<file path="src/inc/kbrom_map.vh">
`ifndef KBROM_MAP_VH
`define KBROM_MAP_VH
// address decode
`define KBROM_ADDR_W        24
`define KBROM_KBD_REGION    8'h42
`define KBROM_ROM_TOP_STD   24'h01_FFFF
`define KBROM_ROM_TOP_EXT   24'h03_FFFF
// bit position of the register-select source in the host address
`define KBROM_RS_BIT        1
// peripheral reset timing
`define KBROM_CLK_MHZ       250
`define KBROM_RESET_US      25
`define KBROM_RESET_CYCLES  (`KBROM_RESET_US * `KBROM_CLK_MHZ)
`define KBROM_CNT_W         13
`endif

</file>
<file path="src/verilog/kbrom_decode.v">
// Behaviour
// - register select is latched host address bit 1
// - peripheral reset low 25 us after reset
// - keyboard select for any 42XXXX cycle
// - keyboard select strapped low stays tri-stated
// - keyboard strap disables all keyboard logic
// - rom select on reads 000000-01FFFF only
// - extended rom bit widens range to 03FFFF
// - rom select strapped low stays tri-stated
// - rom strap disables boot rom logic
// - separate read and write keyboard strobes
// - test mask input forces write strobe high in test mode
`timescale 1ns/1ps
`include "kbrom_map.vh"

module kbrom_decode #(
   parameter RESET_CYCLES = `KBROM_RESET_CYCLES
)(
   input  wire                      core_clk,
   input  wire                      rst,
   input  wire                      powerup_reset_n,
   input  wire                      sys_reset_n,
   input  wire [`KBROM_ADDR_W-1:0]  busAddr,
   input  wire                      busCycle,
   input  wire                      busRead,
   input  wire                      extRomDecode,
   input  wire                      testMode_n,
   input  wire                      strobeMask,
   input  wire                      kbdCs_n_in,
   input  wire                      romCs_n_in,
   output reg                       kbdCs_n_out,
   output reg                       kbdCs_n_oe_n,
   output reg                       romCs_n_out,
   output reg                       romCs_n_oe_n,
   output reg                       kbd_reg_select,
   output reg                       kbd_read_strobe_n,
   output reg                       kbd_write_strobe_n,
   output reg                       periph_reset_n
);

   // ****************************************************************
   // strap capture
   // ****************************************************************
   // a strap counts as low only if it stayed low through the power-up
   // reset after its first edge; any later high sample clears the flag
   localparam NUM_SEL = 2;
   localparam SEL_KBD = 0;
   localparam SEL_ROM = 1;

   reg                 puActive_ff;
   wire                puActive = ~powerup_reset_n;
   wire [NUM_SEL-1:0]  strapPin;
   wire [NUM_SEL-1:0]  selOff;
   wire                kbdOff;
   wire                romOff;

   assign strapPin[SEL_KBD] = kbdCs_n_in;
   assign strapPin[SEL_ROM] = romCs_n_in;

   always @(posedge core_clk or posedge rst)
   begin
      if (rst)
      begin
         puActive_ff <= 1'b0;
      end
      else
      begin
         puActive_ff <= puActive;
      end
   end

   genvar g;
   generate
      for (g = 0; g < NUM_SEL; g = g + 1)
      begin : g_strap
         reg lowSeen_ff;
         reg off_ff;

         always @(posedge core_clk or posedge rst)
         begin
            if (rst)
            begin
               lowSeen_ff <= 1'b1;
            end
            else if (puActive)
            begin
               // on the first reset edge our own driver still holds the
               // pin, so that sample is skipped and the flag only armed
               if (puActive_ff)
               begin
                  lowSeen_ff <= lowSeen_ff & ~strapPin[g];
               end
               else
               begin
                  lowSeen_ff <= 1'b1;
               end
            end
         end

         // the verdict stands until the next power-up reset ends
         always @(posedge core_clk or posedge rst)
         begin
            if (rst)
            begin
               off_ff <= 1'b0;
            end
            else if (!puActive && puActive_ff)
            begin
               off_ff <= lowSeen_ff;
            end
         end

         assign selOff[g] = off_ff;
      end
   endgenerate

   assign kbdOff = selOff[SEL_KBD];
   assign romOff = selOff[SEL_ROM];

   // ****************************************************************
   // peripheral reset stretcher
   // ****************************************************************
   reg [`KBROM_CNT_W-1:0] rstCnt_ff;
   wire                   anyReset = puActive | ~sys_reset_n;

   wire                   cntBusy  = (rstCnt_ff != {`KBROM_CNT_W{1'b0}});

   // the count restarts on every reset edge, so a long reset input
   // always gets the full stretch after it ends
   always @(posedge core_clk or posedge rst)
   begin
      if (rst)
      begin
         rstCnt_ff <= {`KBROM_CNT_W{1'b0}};
      end
      else if (anyReset)
      begin
         rstCnt_ff <= RESET_CYCLES[`KBROM_CNT_W-1:0];
      end
      else if (cntBusy)
      begin
         rstCnt_ff <= rstCnt_ff - 1'b1;
      end
   end

   // held low while any reset is active and for the full count after
   always @(posedge core_clk or posedge rst)
   begin
      if (rst)
      begin
         periph_reset_n <= 1'b0;
      end
      else
      begin
         periph_reset_n <= ~(anyReset | cntBusy);
      end
   end

   // ****************************************************************
   // decode and strobes
   // ****************************************************************
   wire kbdRegion = (busAddr[`KBROM_ADDR_W-1:16] == `KBROM_KBD_REGION);
   wire kbdHit = busCycle & ~kbdOff & kbdRegion;
   wire [`KBROM_ADDR_W-1:0] romTop = extRomDecode ? `KBROM_ROM_TOP_EXT
                                                  : `KBROM_ROM_TOP_STD;
   wire romHit = busCycle & busRead & ~romOff & (busAddr <= romTop);
   wire wrMask = ~testMode_n & strobeMask;

   // ****************************************************************
   // select pin drivers
   // ****************************************************************
   // tri-state through power-up reset and one edge after it, so the
   // driver never turns on before the strap verdict has settled
   always @(posedge core_clk or posedge rst)
   begin
      if (rst)
      begin
         kbdCs_n_oe_n <= 1'b1;
      end
      else
      begin
         kbdCs_n_oe_n <= kbdOff | puActive | puActive_ff;
      end
   end

   always @(posedge core_clk or posedge rst)
   begin
      if (rst)
      begin
         romCs_n_oe_n <= 1'b1;
      end
      else
      begin
         romCs_n_oe_n <= romOff | puActive | puActive_ff;
      end
   end

   always @(posedge core_clk or posedge rst)
   begin
      if (rst)
      begin
         kbdCs_n_out <= 1'b1;
      end
      else
      begin
         kbdCs_n_out <= ~kbdHit;
      end
   end

   always @(posedge core_clk or posedge rst)
   begin
      if (rst)
      begin
         romCs_n_out <= 1'b1;
      end
      else
      begin
         romCs_n_out <= ~romHit;
      end
   end

   // ****************************************************************
   // keyboard register select and strobes
   // ****************************************************************
   // latch only at a select so the address holds past the strobe
   always @(posedge core_clk or posedge rst)
   begin
      if (rst)
      begin
         kbd_reg_select <= 1'b0;
      end
      else if (kbdHit)
      begin
         kbd_reg_select <= busAddr[`KBROM_RS_BIT];
      end
   end

   always @(posedge core_clk or posedge rst)
   begin
      if (rst)
      begin
         kbd_read_strobe_n <= 1'b1;
      end
      else
      begin
         kbd_read_strobe_n <= ~(kbdHit & busRead);
      end
   end

   // the mask only ever raises the strobe, so test mode cannot
   // create a write that the decode did not ask for
   always @(posedge core_clk or posedge rst)
   begin
      if (rst)
      begin
         kbd_write_strobe_n <= 1'b1;
      end
      else
      begin
         kbd_write_strobe_n <= ~(kbdHit & ~busRead) | wrMask;
      end
   end

endmodule // kbrom_decode

</file>
<file path="config.mk">
export PLATFORM = sky130hd
export DESIGN_NAME = kbrom_decode
export DESIGN_NICKNAME = d
export VERILOG_FILES = /design/src/verilog/kbrom_decode.v
export VERILOG_INCLUDE_DIRS = /design/src /design/src/inc
export SDC_FILE = /design/constraint.sdc
export NUM_CORES = 1
export LEC_CHECK = 0
export BUFFER_PORTS_ARGS = -buffer_cell sky130_fd_sc_hd__buf_2
export CORE_ASPECT_RATIO = 2
export CORE_UTILIZATION = 35
export DETAILED_ROUTE_END_ITERATION = 16
export PLACE_DENSITY = 0.57
export RECOVER_POWER = 50
export REMOVE_ABC_BUFFERS = 1
export SLEW_MARGIN = 0
export SYNTH_ARGS = -nofsm -noshare
export SYNTH_HDL_FRONTEND = slang
export SYNTH_SLANG_ARGS = --single-unit
</file>
<file path="constraint.sdc">
create_clock -name core_clk -period 1.8 [get_ports core_clk]
set_clock_uncertainty 0.1 [all_clocks]
set_input_delay 0.36 -clock core_clk [delete_from_list [all_inputs] [get_ports core_clk]]
set_output_delay 0.36 -clock core_clk [all_outputs]
set_load 0.02 [all_outputs]
</file>
==> reports/metrics.cfg, run 1 <==
[synthesis]
ys_types = 36
syn_avg_cell_area_sq_um = 10.9
synth_edf_count = 0
yosys_warnings = 0
ys_seq_area_frac = 0.519
syn-instance-count = 117
yosysTopAreaCellShare = 0.354
synth_area_sq_um = 1270
ys_ff_latch = 26
synth_top_flop_cell = dfrtp_1
async_flop_share = 1.00
synth_area_leaders = dfrtp_1 35%, dfstp_2 17%, o21ai_0 3.1%
synth_largest_area_cell = dfrtp_1

[worst_setup_path]
critPathLaunchType = register
cp_max_fo = 2
cp.required_ns = 1.87
crit_type = reg -> reg
arrival_ns = 1.95
rr_startpoint = rstCnt_ff[4]
setup.worst_path.start = rstCnt_ff[4]
end_kind = register

[clock_tree]
cts_root_buffer = clkbuf_8
clock_latency_ns = 0.28
numCtsBuffers = 3
clkTransAtPathRegs_ns = 0.09
cts_max_level = 1
cts_tree = yes
clk_path_buf_depth = 2
clkSinkCount = 26

[layout]
nets = 225
syn2layout_area_growth_pct = 48.2
postLayoutCellArea_sq_um = 1890
utilization = 0.552
multiInputGateArea_sq_um = 667
seq_area_sq_um = 661
n_antenna_cell = 0
instances_no_fill = 234
fillCellCount = 312
drive_gt1_frac = 0.538

[power]
cellPowerDensity_nw_per_um2 = 667
p_leak_nw = 0.798
ir_drop_v = 0.000522

[drt]
drt-met1-wl_mm = 1.05
vias_per_cell = 4.94
wl_met2_mm = 1.91
drt_iter0_markers = 20
top_layer = met4
ant_nets = 0
routed_wl_mm = 3.16
wl_per_cell_um = 13.5
vias = 1157
met3_length_um = 129
drc = 0
firstDrtPassIters = 4

[floorplanning]
initial_utilization = 0.373
std_cell_rows = 30
dieArea_sq_um = 3900
pin_count = 43
core_sq_um = 3420
die_x_um = 44.6
die_h_um = 87.3

[grt]
grt_pass1_wl_mm = 5.24
grt_usage = 0.185
grt-ovfl-total = 0
antenna_found_initial = 0
grt_pass1_vias = 1237
grt_start_max_net_pins = 27

[placement]
place_ws_ns = -0.212
place_area_sq_um = 1690
gp_congestion = 0.792
dp_hpwl_mm = 2.43
dp_cells = 227
portBuffers = 42

[sta]
fmax_mhz = 532
max_slew_margin = 0.0844
rsz0062_at_grt = true
final.min_clock_period_ns = 1.88
hold_viol_final = 0
drv_slew = 0
setup_viol = 2
layout_setup_ws_ns = -0.0787
worst_pin_slew_ns = 1.37
fin_crit_sh = 1.04

[job]
drv_cap = 0

[run_status]
violations = setup timing
status = finished, violations left

[min_path]
hp-start = busRead
hold_path.class = in -> reg

## final cells by class
type                    instances  share of cell area
clock buffers                   3              0.0219
clock inverters                 1              0.0159
inverters                      10              0.0199
multi-input cells              81               0.354
flip-flops and latches         26               0.350
well taps                      48              0.0319
repair buffers                 65               0.206
## logic make-up after synthesis
group	Yosys count	synth area share
multiplexers	4	0.0344
buffers and inverters	10	0.0295
AND/OR/NAND/NOR	51	0.255
XOR/XNOR	4	0.0275
AO/OA/AOI/OAI	19	0.105
adder cells (fa/ha/maj)	3	0.0295
flip-flops	26	0.519
## cell usage in the layout (no fill, tap or decap), types with 2 or more instances in the layout
cell	count
clkbuf_1	2
inv_2	2
nand2b_1	2
nand3b_1	2
nor4_2	2
nand3_2	2
a21oi_1	2
or3b_4	2
o21ai_0	8
a211o_1	2
dfstp_2	8
nor2_1	9
or4_4	3
clkbuf_8	3
a2111oi_4	2
or3_1	3
nand2_1	7
dfrtp_1	18
nor4_1	2
mux2_2	3
nand4_1	5
buf_6	3
buf_2	41
inv_1	8
ha_1	2
or2_2	2
xnor2_1	4
buf_4	19
## layer usage
metal  global-route usage  vias to the layer above
li1                     -                      562
met1                0.165                      555
met2                0.369                       35
met3               0.0270                        5
met4               0.0909                        0
met5                    0                        -
## sequential cells by signal, indices dropped and copies added (netlist names)
register and count:
g_strap.off_ff 2, g_strap.lowSeen_ff 2, kbd_read_strobe_n 1, periph_reset_n 1, romCs_n_oe_n 1, romCs_n_out 1, kbd_write_strobe_n 1, kbd_reg_select 1
puActive_ff 1, rstCnt_ff 13, kbdCs_n_out 1, kbdCs_n_oe_n 1
## per-stage QoR
| stage | hold WS, ns | TNS [ns] | power [mW] |
|---|---|---|---|
| 2_1_floorplan | 0.294 | -0.423 | 0.694 |
| 3_3_place_gp | 0.322 | -0.225 | 0.767 |
| 3_5_place_dp | 0.342 | -0.476 | 0.772 |
| 4_1_cts | 0.0267 | -0.165 | 1.27 |
| 5_1_grt | 0.193 | -0.386 | 1.31 |
| 6_report | 0.188 | -0.121 | 1.26 |
## synthesized netlist by cell type, types with 2 or more instances
| cell | number |
|---|---|
| or3b_2 | 2 |
| or4_4 | 3 |
| mux2_2 | 3 |
| nand3_1 | 2 |
| a211o_1 | 2 |
| o21ai_0 | 8 |
| dfrtp_1 | 18 |
| dfstp_2 | 8 |
| a21oi_1 | 2 |
| nor2_1 | 9 |
| ha_1 | 3 |
| nand2b_1 | 2 |
| xnor2_1 | 4 |
| nand2_1 | 7 |
| or2_2 | 2 |
| nor4_1 | 4 |
| a2111oi_2 | 2 |
| nand3b_1 | 2 |
| a31oi_1 | 2 |
| nand4_1 | 5 |
| or3_1 | 3 |
| inv_1 | 10 |
## critical path, cell delays in order, from the launching register on
cell	delay (ns)
dfrtp_1	0.39
or4_4	0.54
or4_4	0.53
mux2i_1	0.15
nand2_1	0.06
## final timing paths
kind	end	slack [ns]	cells past startpoint
worst max-delay path	rstCnt_ff[11]	-0.08	4
worst min-delay path	kbd_write_strobe_n	0.19	2
worst max register to register	rstCnt_ff[11]	-0.08	4
worst min register to register	g_strap[0].lowSeen_ff	0.40	2
max in group asynchronous	rstCnt_ff[12]	0.38	3
min in group asynchronous	kbd_reg_select	0.43	3
## power by group
part | switching (mW) | leakage, nW | internal, mW
Clock | 0.196 | 0.0357 | 0.298
Sequential | 0.0174 | 0.297 | 0.614
Combinational | 0.0623 | 0.466 | 0.0683
## repair_timing
item,in CTS,in global routing
resized for setup,10,9
buffers inserted,0,3
pin swaps,2,9
hold buffers,0,0
endpoints found under the setup margin,8,11
(Power assumes the default switching activity.)
==> run 2: changes to the inputs <==
--- a/config.mk
+++ b/config.mk
@@ -8,12 +8,12 @@
 export LEC_CHECK = 0
 export BUFFER_PORTS_ARGS = -buffer_cell sky130_fd_sc_hd__buf_2
 export CORE_ASPECT_RATIO = 2
-export CORE_UTILIZATION = 35
+export CORE_UTILIZATION = 44
 export DETAILED_ROUTE_END_ITERATION = 16
-export PLACE_DENSITY = 0.57
+export PLACE_DENSITY = 0.7
 export RECOVER_POWER = 50
 export REMOVE_ABC_BUFFERS = 1
-export SLEW_MARGIN = 0
+export SLEW_MARGIN = 20
 export SYNTH_ARGS = -nofsm -noshare
 export SYNTH_HDL_FRONTEND = slang
 export SYNTH_SLANG_ARGS = --single-unit
==> reports/metrics.cfg, run 2 (synthesis gave the netlist of run 1 again) <==
[grt]
grt-ovfl-total = 0  ; unchanged
grt_start_max_net_pins = 27  ; unchanged
antenna_found_initial = 0  ; unchanged
grt_usage = 0.236  ; +0.0509
grt_pass1_wl_mm = 5.15  ; -1.7%
grt_pass1_vias = 1226  ; -0.89%

[power]
seq_power_share = 0.501  ; -0.002
p_int_mw = 0.988  ; +0.68%
switchingPower_mw = 0.277  ; +0.31%
p_leak_nw = 0.815  ; +2.1%
swShare = 0.219  ; -0.000634
clkPwrFrac = 0.386  ; -0.007
cellPowerDensity_nw_per_um2 = 678  ; +1.7%
ir_drop_v = 0.000545  ; +4.5%
combPwrFrac = 0.113  ; +0.009

[min_path]
hold_path.class = in -> reg

[worst_setup_path]
arrival_ns = 1.95  ; about the same
end_kind = register
crit_type = reg -> reg
cp.required_ns = 1.87  ; about the same
cp_max_fo = 4  ; +2
critPathLaunchType = register

[layout]
top_regs = rstCnt_ff x13, g_strap.lowSeen_ff x2, g_strap.off_ff x2
largest_register_ffs = 13  ; unchanged
postLayoutCellArea_sq_um = 1870  ; -1.1%
n_antenna_cell = 0  ; unchanged
final_common_cell = buf_2
nets = 226  ; +0.44%
largest_register = rstCnt_ff
drive_gt1_frac = 0.545  ; +0.00782
instances_no_fill = 216  ; -7.7%
layout_common_cells = 42 x buf_2, 20 x buf_4, 18 x dfrtp_1
syn2layout_area_growth_pct = 46.6

[run_status]
status = finished, violations left
violations = setup timing

[clock_tree]
cts_tree = yes
cts_root_buffer = clkbuf_8
cts_max_level = 1  ; unchanged
clkTransAtPathRegs_ns = 0.09  ; about the same
clock_latency_ns = 0.27  ; about the same
clkSinkCount = 26  ; unchanged
clk_path_buf_depth = 2  ; unchanged
numCtsBuffers = 3  ; unchanged
cts_hold_buf = 0  ; unchanged

[sta]
rsz0062_at_grt = true
fmax_mhz = 532  ; -0.14%
worst_pin_slew_ns = 1.35  ; -0.0276 ns
hold_viol_final = 0  ; unchanged
max_slew_margin = 0.103  ; +0.0184
layout_setup_ws_ns = -0.0814  ; -0.00266 ns
setup_viol = 3  ; +1
drv_slew = 0  ; unchanged
final.min_clock_period_ns = 1.88  ; +0.00266 ns
fin_crit_sh = 1.05  ; +0.00148
fin_setup_tns_ns = -0.117  ; +0.00425 ns

[drt]
ant_nets = 0  ; unchanged
firstDrtPassIters = 4  ; unchanged
vias_per_cell = 5.50  ; +11%
routed_wl_mm = 3.14  ; -0.57%
vias = 1187  ; +2.6%
wl_per_cell_um = 14.6  ; +7.7%
drt_iter0_markers = 17  ; -15%
drc = 0  ; unchanged

[floorplanning]
die_x_um = 40.0  ; -10%
dieArea_sq_um = 3120  ; -20%
pin_count = 43  ; unchanged
die_h_um = 78.1  ; -11%
initial_utilization = 0.465  ; +0.0925
core_sq_um = 2740  ; -20%
std_cell_rows = 27  ; -10%

[placement]
dp_cells = 210  ; -7.5%
dp_hpwl_mm = 2.48  ; +2.2%
portBuffers = 42  ; unchanged
gp_congestion = 0.825  ; +4.1%
place_area_sq_um = 1680  ; -0.52%

[job]
drv_cap = 0  ; unchanged

[run 2: changes by cell type in the layout (fill, tap and decap cells not counted), sizes merged]
cell    previous run  this run
clkbuf             5         4
buf               63        65
[run 2: final timing paths]
check	from	endpoint	slack, ns	cells past startpoint
setup / recovery	rstCnt_ff[0]	rstCnt_ff[11]	-0.08	5
hold / removal	busRead	kbd_write_strobe_n	0.19	2
setup reg to reg	rstCnt_ff[0]	rstCnt_ff[11]	-0.08	5
hold reg to reg	puActive_ff	g_strap[0].lowSeen_ff	0.41	1
max in group asynchronous	rst	rstCnt_ff[11]	0.40	3
min in group asynchronous	rst	periph_reset_n	0.41	3
[run 2: worst max-delay path: stages, from the launching register on]
cell and delay [ns]:
dfrtp_1 0.41, buf_4 0.14, or4_4 0.46, or4_4 0.43
mux2i_1 0.16, nand2_1 0.07
[run 2: cell type report]
cell class | instances | area (sq um)
Clock buffer | 3 | 41.3
Multi-Input combinational cell | 81 | 662
Timing Repair Buffer | 66 | 398
Inverter | 10 | 37.5
Sequential cell | 26 | 661
Fill cell | 209 | 871
Clock inverter | 1 | 30.0
Tap cell | 29 | 36.3
[run 2: metal layers]
metal,wire (um),track usage,share of wire
met5,0,0,0
met4,55,0.107,0.017
met3,124,0.0198,0.039
met2,1890,0.432,0.60
met1,1070,0.241,0.34
[run 2: per-stage QoR]
stage | utilization | setup WS, ns | power [mW] | hold slack, ns
after floorplan | - | -0.127 | 0.694 | 0.294
after global placement | 0.615 | -0.0702 | 0.772 | 0.322
after detailed placement | 0.615 | -0.118 | 0.780 | 0.326
after CTS | 0.663 | -0.0876 | 1.26 | 0.0285
after global routing | 0.682 | -0.149 | 1.31 | 0.209
final | 0.682 | -0.0814 | 1.26 | 0.194
[run 2: repair_timing]
| item | 4_1_cts | 5_1_grt |
|---|---|---|
| setup endpoints to repair | 8 | 10 |
| pin swaps | 0 | 4 |
| buffers inserted | 1 | 1 |
| gates resized for setup | 7 | 11 |
| endpoints found under the hold margin | 0 | 0 |
[run 2: power by group through the flow]
stage / logic [mW] / registers, mW / clock network [mW]
4_1_cts: 0.139 / 0.633 / 0.493
3_3_place_gp: 0.130 / 0.642 / 0
2_1_floorplan: 0.0515 / 0.643 / 0
3_5_place_dp: 0.136 / 0.644 / 0
5_1_grt: 0.159 / 0.636 / 0.518
6_report: 0.143 / 0.633 / 0.488
==> run 3: changes to the inputs <==
--- a/config.mk
+++ b/config.mk
@@ -8,10 +8,10 @@
 export LEC_CHECK = 0
 export BUFFER_PORTS_ARGS = -buffer_cell sky130_fd_sc_hd__buf_2
 export CORE_ASPECT_RATIO = 2
+export CORE_MARGIN = 2
 export CORE_UTILIZATION = 44
 export DETAILED_ROUTE_END_ITERATION = 16
 export PLACE_DENSITY = 0.7
-export RECOVER_POWER = 50
 export REMOVE_ABC_BUFFERS = 1
 export SLEW_MARGIN = 20
 export SYNTH_ARGS = -nofsm -noshare
==> constraint.sdc (replaced) <==
create_clock -name core_clk -period 1.6 [get_ports core_clk]
set_clock_uncertainty 0.1 [all_clocks]
set_input_delay 0.32 -clock core_clk [delete_from_list [all_inputs] [get_ports core_clk]]
set_output_delay 0.32 -clock core_clk [all_outputs]
set_load 0.02 [all_outputs]
==> reports/metrics.cfg, run 3 (synthesis gave the netlist of run 1 again) <==
[layout]
n_antenna_cell = 0  ; unchanged
instances_no_fill = 227  ; +5.1%
layout_common_cells = 42 x buf_2, 27 x buf_4, 18 x dfrtp_1
drive_gt1_frac = 0.601  ; +0.0556
top_regs = rstCnt_ff x13, g_strap.lowSeen_ff x2, g_strap.off_ff x2
final_common_cell = buf_2
largest_register_ffs = 13  ; unchanged
nets = 237  ; +4.9%
largest_register = rstCnt_ff
syn2layout_area_growth_pct = 59.9

[sta]
drv_slew = 0  ; unchanged
fmax_mhz = 516  ; -2.9%
layout_setup_ws_ns = -0.337  ; -0.256 ns
max_slew_margin = 0.784  ; +0.681
rsz0062_at_grt = true
final.min_clock_period_ns = 1.94  ; +0.0558 ns
fin_crit_sh = 1.21  ; +0.166
worst_pin_slew_ns = 0.325  ; -1.02 ns
hold_viol_final = 0  ; unchanged
fin_setup_tns_ns = -2.14  ; -2.02 ns
setup_viol = 14  ; +11

[clock_tree]
clkSinkCount = 26  ; unchanged
clkTransAtPathRegs_ns = 0.09  ; about the same
numCtsBuffers = 3  ; unchanged
clk_path_buf_depth = 2  ; unchanged
cts_max_level = 1  ; unchanged
cts_root_buffer = clkbuf_8
clock_latency_ns = 0.28  ; about the same
cts_tree = yes

[power]
p_leak_nw = 0.884  ; +8.4%
ir_drop_v = 0.000918  ; +68%
cellPowerDensity_nw_per_um2 = 706  ; +4.2%

[run_status]
violations = setup timing
status = finished, violations left

[worst_setup_path]
end_kind = register
arrival_ns = 2.01  ; +0.06 ns
cp.required_ns = 1.67  ; -0.20 ns
critPathLaunchType = register
cp_max_fo = 4  ; unchanged
crit_type = reg -> reg

[grt]
grt_pass1_vias = 1212  ; -1.1%
grt_pass1_wl_mm = 5.36  ; +4.0%
antenna_found_initial = 0  ; unchanged
grt_usage = 0.210  ; -0.0256
grt-ovfl-total = 0  ; unchanged
grt_start_max_net_pins = 27  ; unchanged

[placement]
gp_congestion = 0.790  ; -4.2%
dp_hpwl_mm = 2.51  ; +1.3%
place_ws_ns = -0.338  ; -0.220 ns
portBuffers = 42  ; unchanged
dp_cells = 216  ; +2.9%

[floorplanning]
pin_count = 43  ; unchanged
core_sq_um = 2770  ; +1.2%
die_x_um = 42.0  ; +5.0%
std_cell_rows = 27  ; unchanged
dieArea_sq_um = 3360  ; +7.7%
die_h_um = 80.1  ; +2.6%
initial_utilization = 0.459  ; -0.00567

[drt]
wl_per_cell_um = 15.1  ; +3.5%
routed_wl_mm = 3.42  ; +8.7%
vias_per_cell = 5.48  ; -0.28%
drt_iter0_markers = 47  ; +30
firstDrtPassIters = 4  ; unchanged
drc = 0  ; unchanged
ant_nets = 0  ; unchanged
vias = 1244  ; +4.8%

[min_path]
hold_path.class = in -> reg

[job]
drv_cap = 0  ; unchanged

## run 3: cell count changes in the layout (fill, tap and decap cells not counted), moves of 2 or more
cell,change
buf_4,+7
buf_6,+4
nor2_1,-2
o21ai_0,-2
o21ai_1,+2
## run 3: what timing repair did
item                       in CTS  in global routing
setup buffers                   1                  6
hold endpoints to repair       18                  0
cloned                          0                  0
pin swaps                       7                 12
setup endpoints to repair      14                 14
resized for setup              16                 22
hold buffers                    1                  0
## run 3: routing by layer
layer / track usage / share of wire / vias up
li1: - / - / 585
met1: 0.218 / 0.33 / 595
met2: 0.419 / 0.59 / 56
met3: 0.0225 / 0.051 / 8
met4: 0.0750 / 0.025 / 0
met5: 0 / 0 / -
## run 3: critical path: stages, from the launching register on
cell and delay (ns):
dfrtp_1 0.42, or4_4 0.60, or4_4 0.44, mux2i_1 0.19
nand2_1 0.08
## run 3: power breakdown
part,total [mW],internal [mW],switching [mW]
combinational,0.178,0.0966,0.0813
sequential,0.710,0.691,0.0188
clock,0.549,0.335,0.214
## run 3: cell type report
type	count	area (sq um)
Timing Repair Buffer	77	502
Tap cell	29	36.3
Inverter	10	37.5
Fill cell	189	736
Clock buffer	3	41.3
Multi-Input combinational cell	81	727
Clock inverter	1	30.0
Sequential cell	26	661
## run 3: path summary, 6_finish.rpt
check | startpoint | to | slack [ns] | cells after the start
setup / recovery | rstCnt_ff[1] | rstCnt_ff[11] | -0.34 | 4
hold / removal | busRead | kbd_write_strobe_n | 0.15 | 2
setup reg to reg | rstCnt_ff[1] | rstCnt_ff[11] | -0.34 | 4
hold reg to reg | puActive_ff | g_strap[0].lowSeen_ff | 0.39 | 1
max in group asynchronous | rst | romCs_n_out | 0.57 | 4
min in group asynchronous | rst | g_strap[0].off_ff | 0.53 | 4
## run 3: stage by stage
step                instance area [sq um]  total power [mW]   util  hold WS [ns]
global route                         2030              1.48  0.734         0.156
detailed placement                   1730             0.877  0.624         0.294
floorplan                            1270             0.781      -         0.254
finish                               2030              1.44  0.734         0.146
CTS                                  1900              1.43  0.687         0.146
global placement                     1730             0.867  0.624         0.281
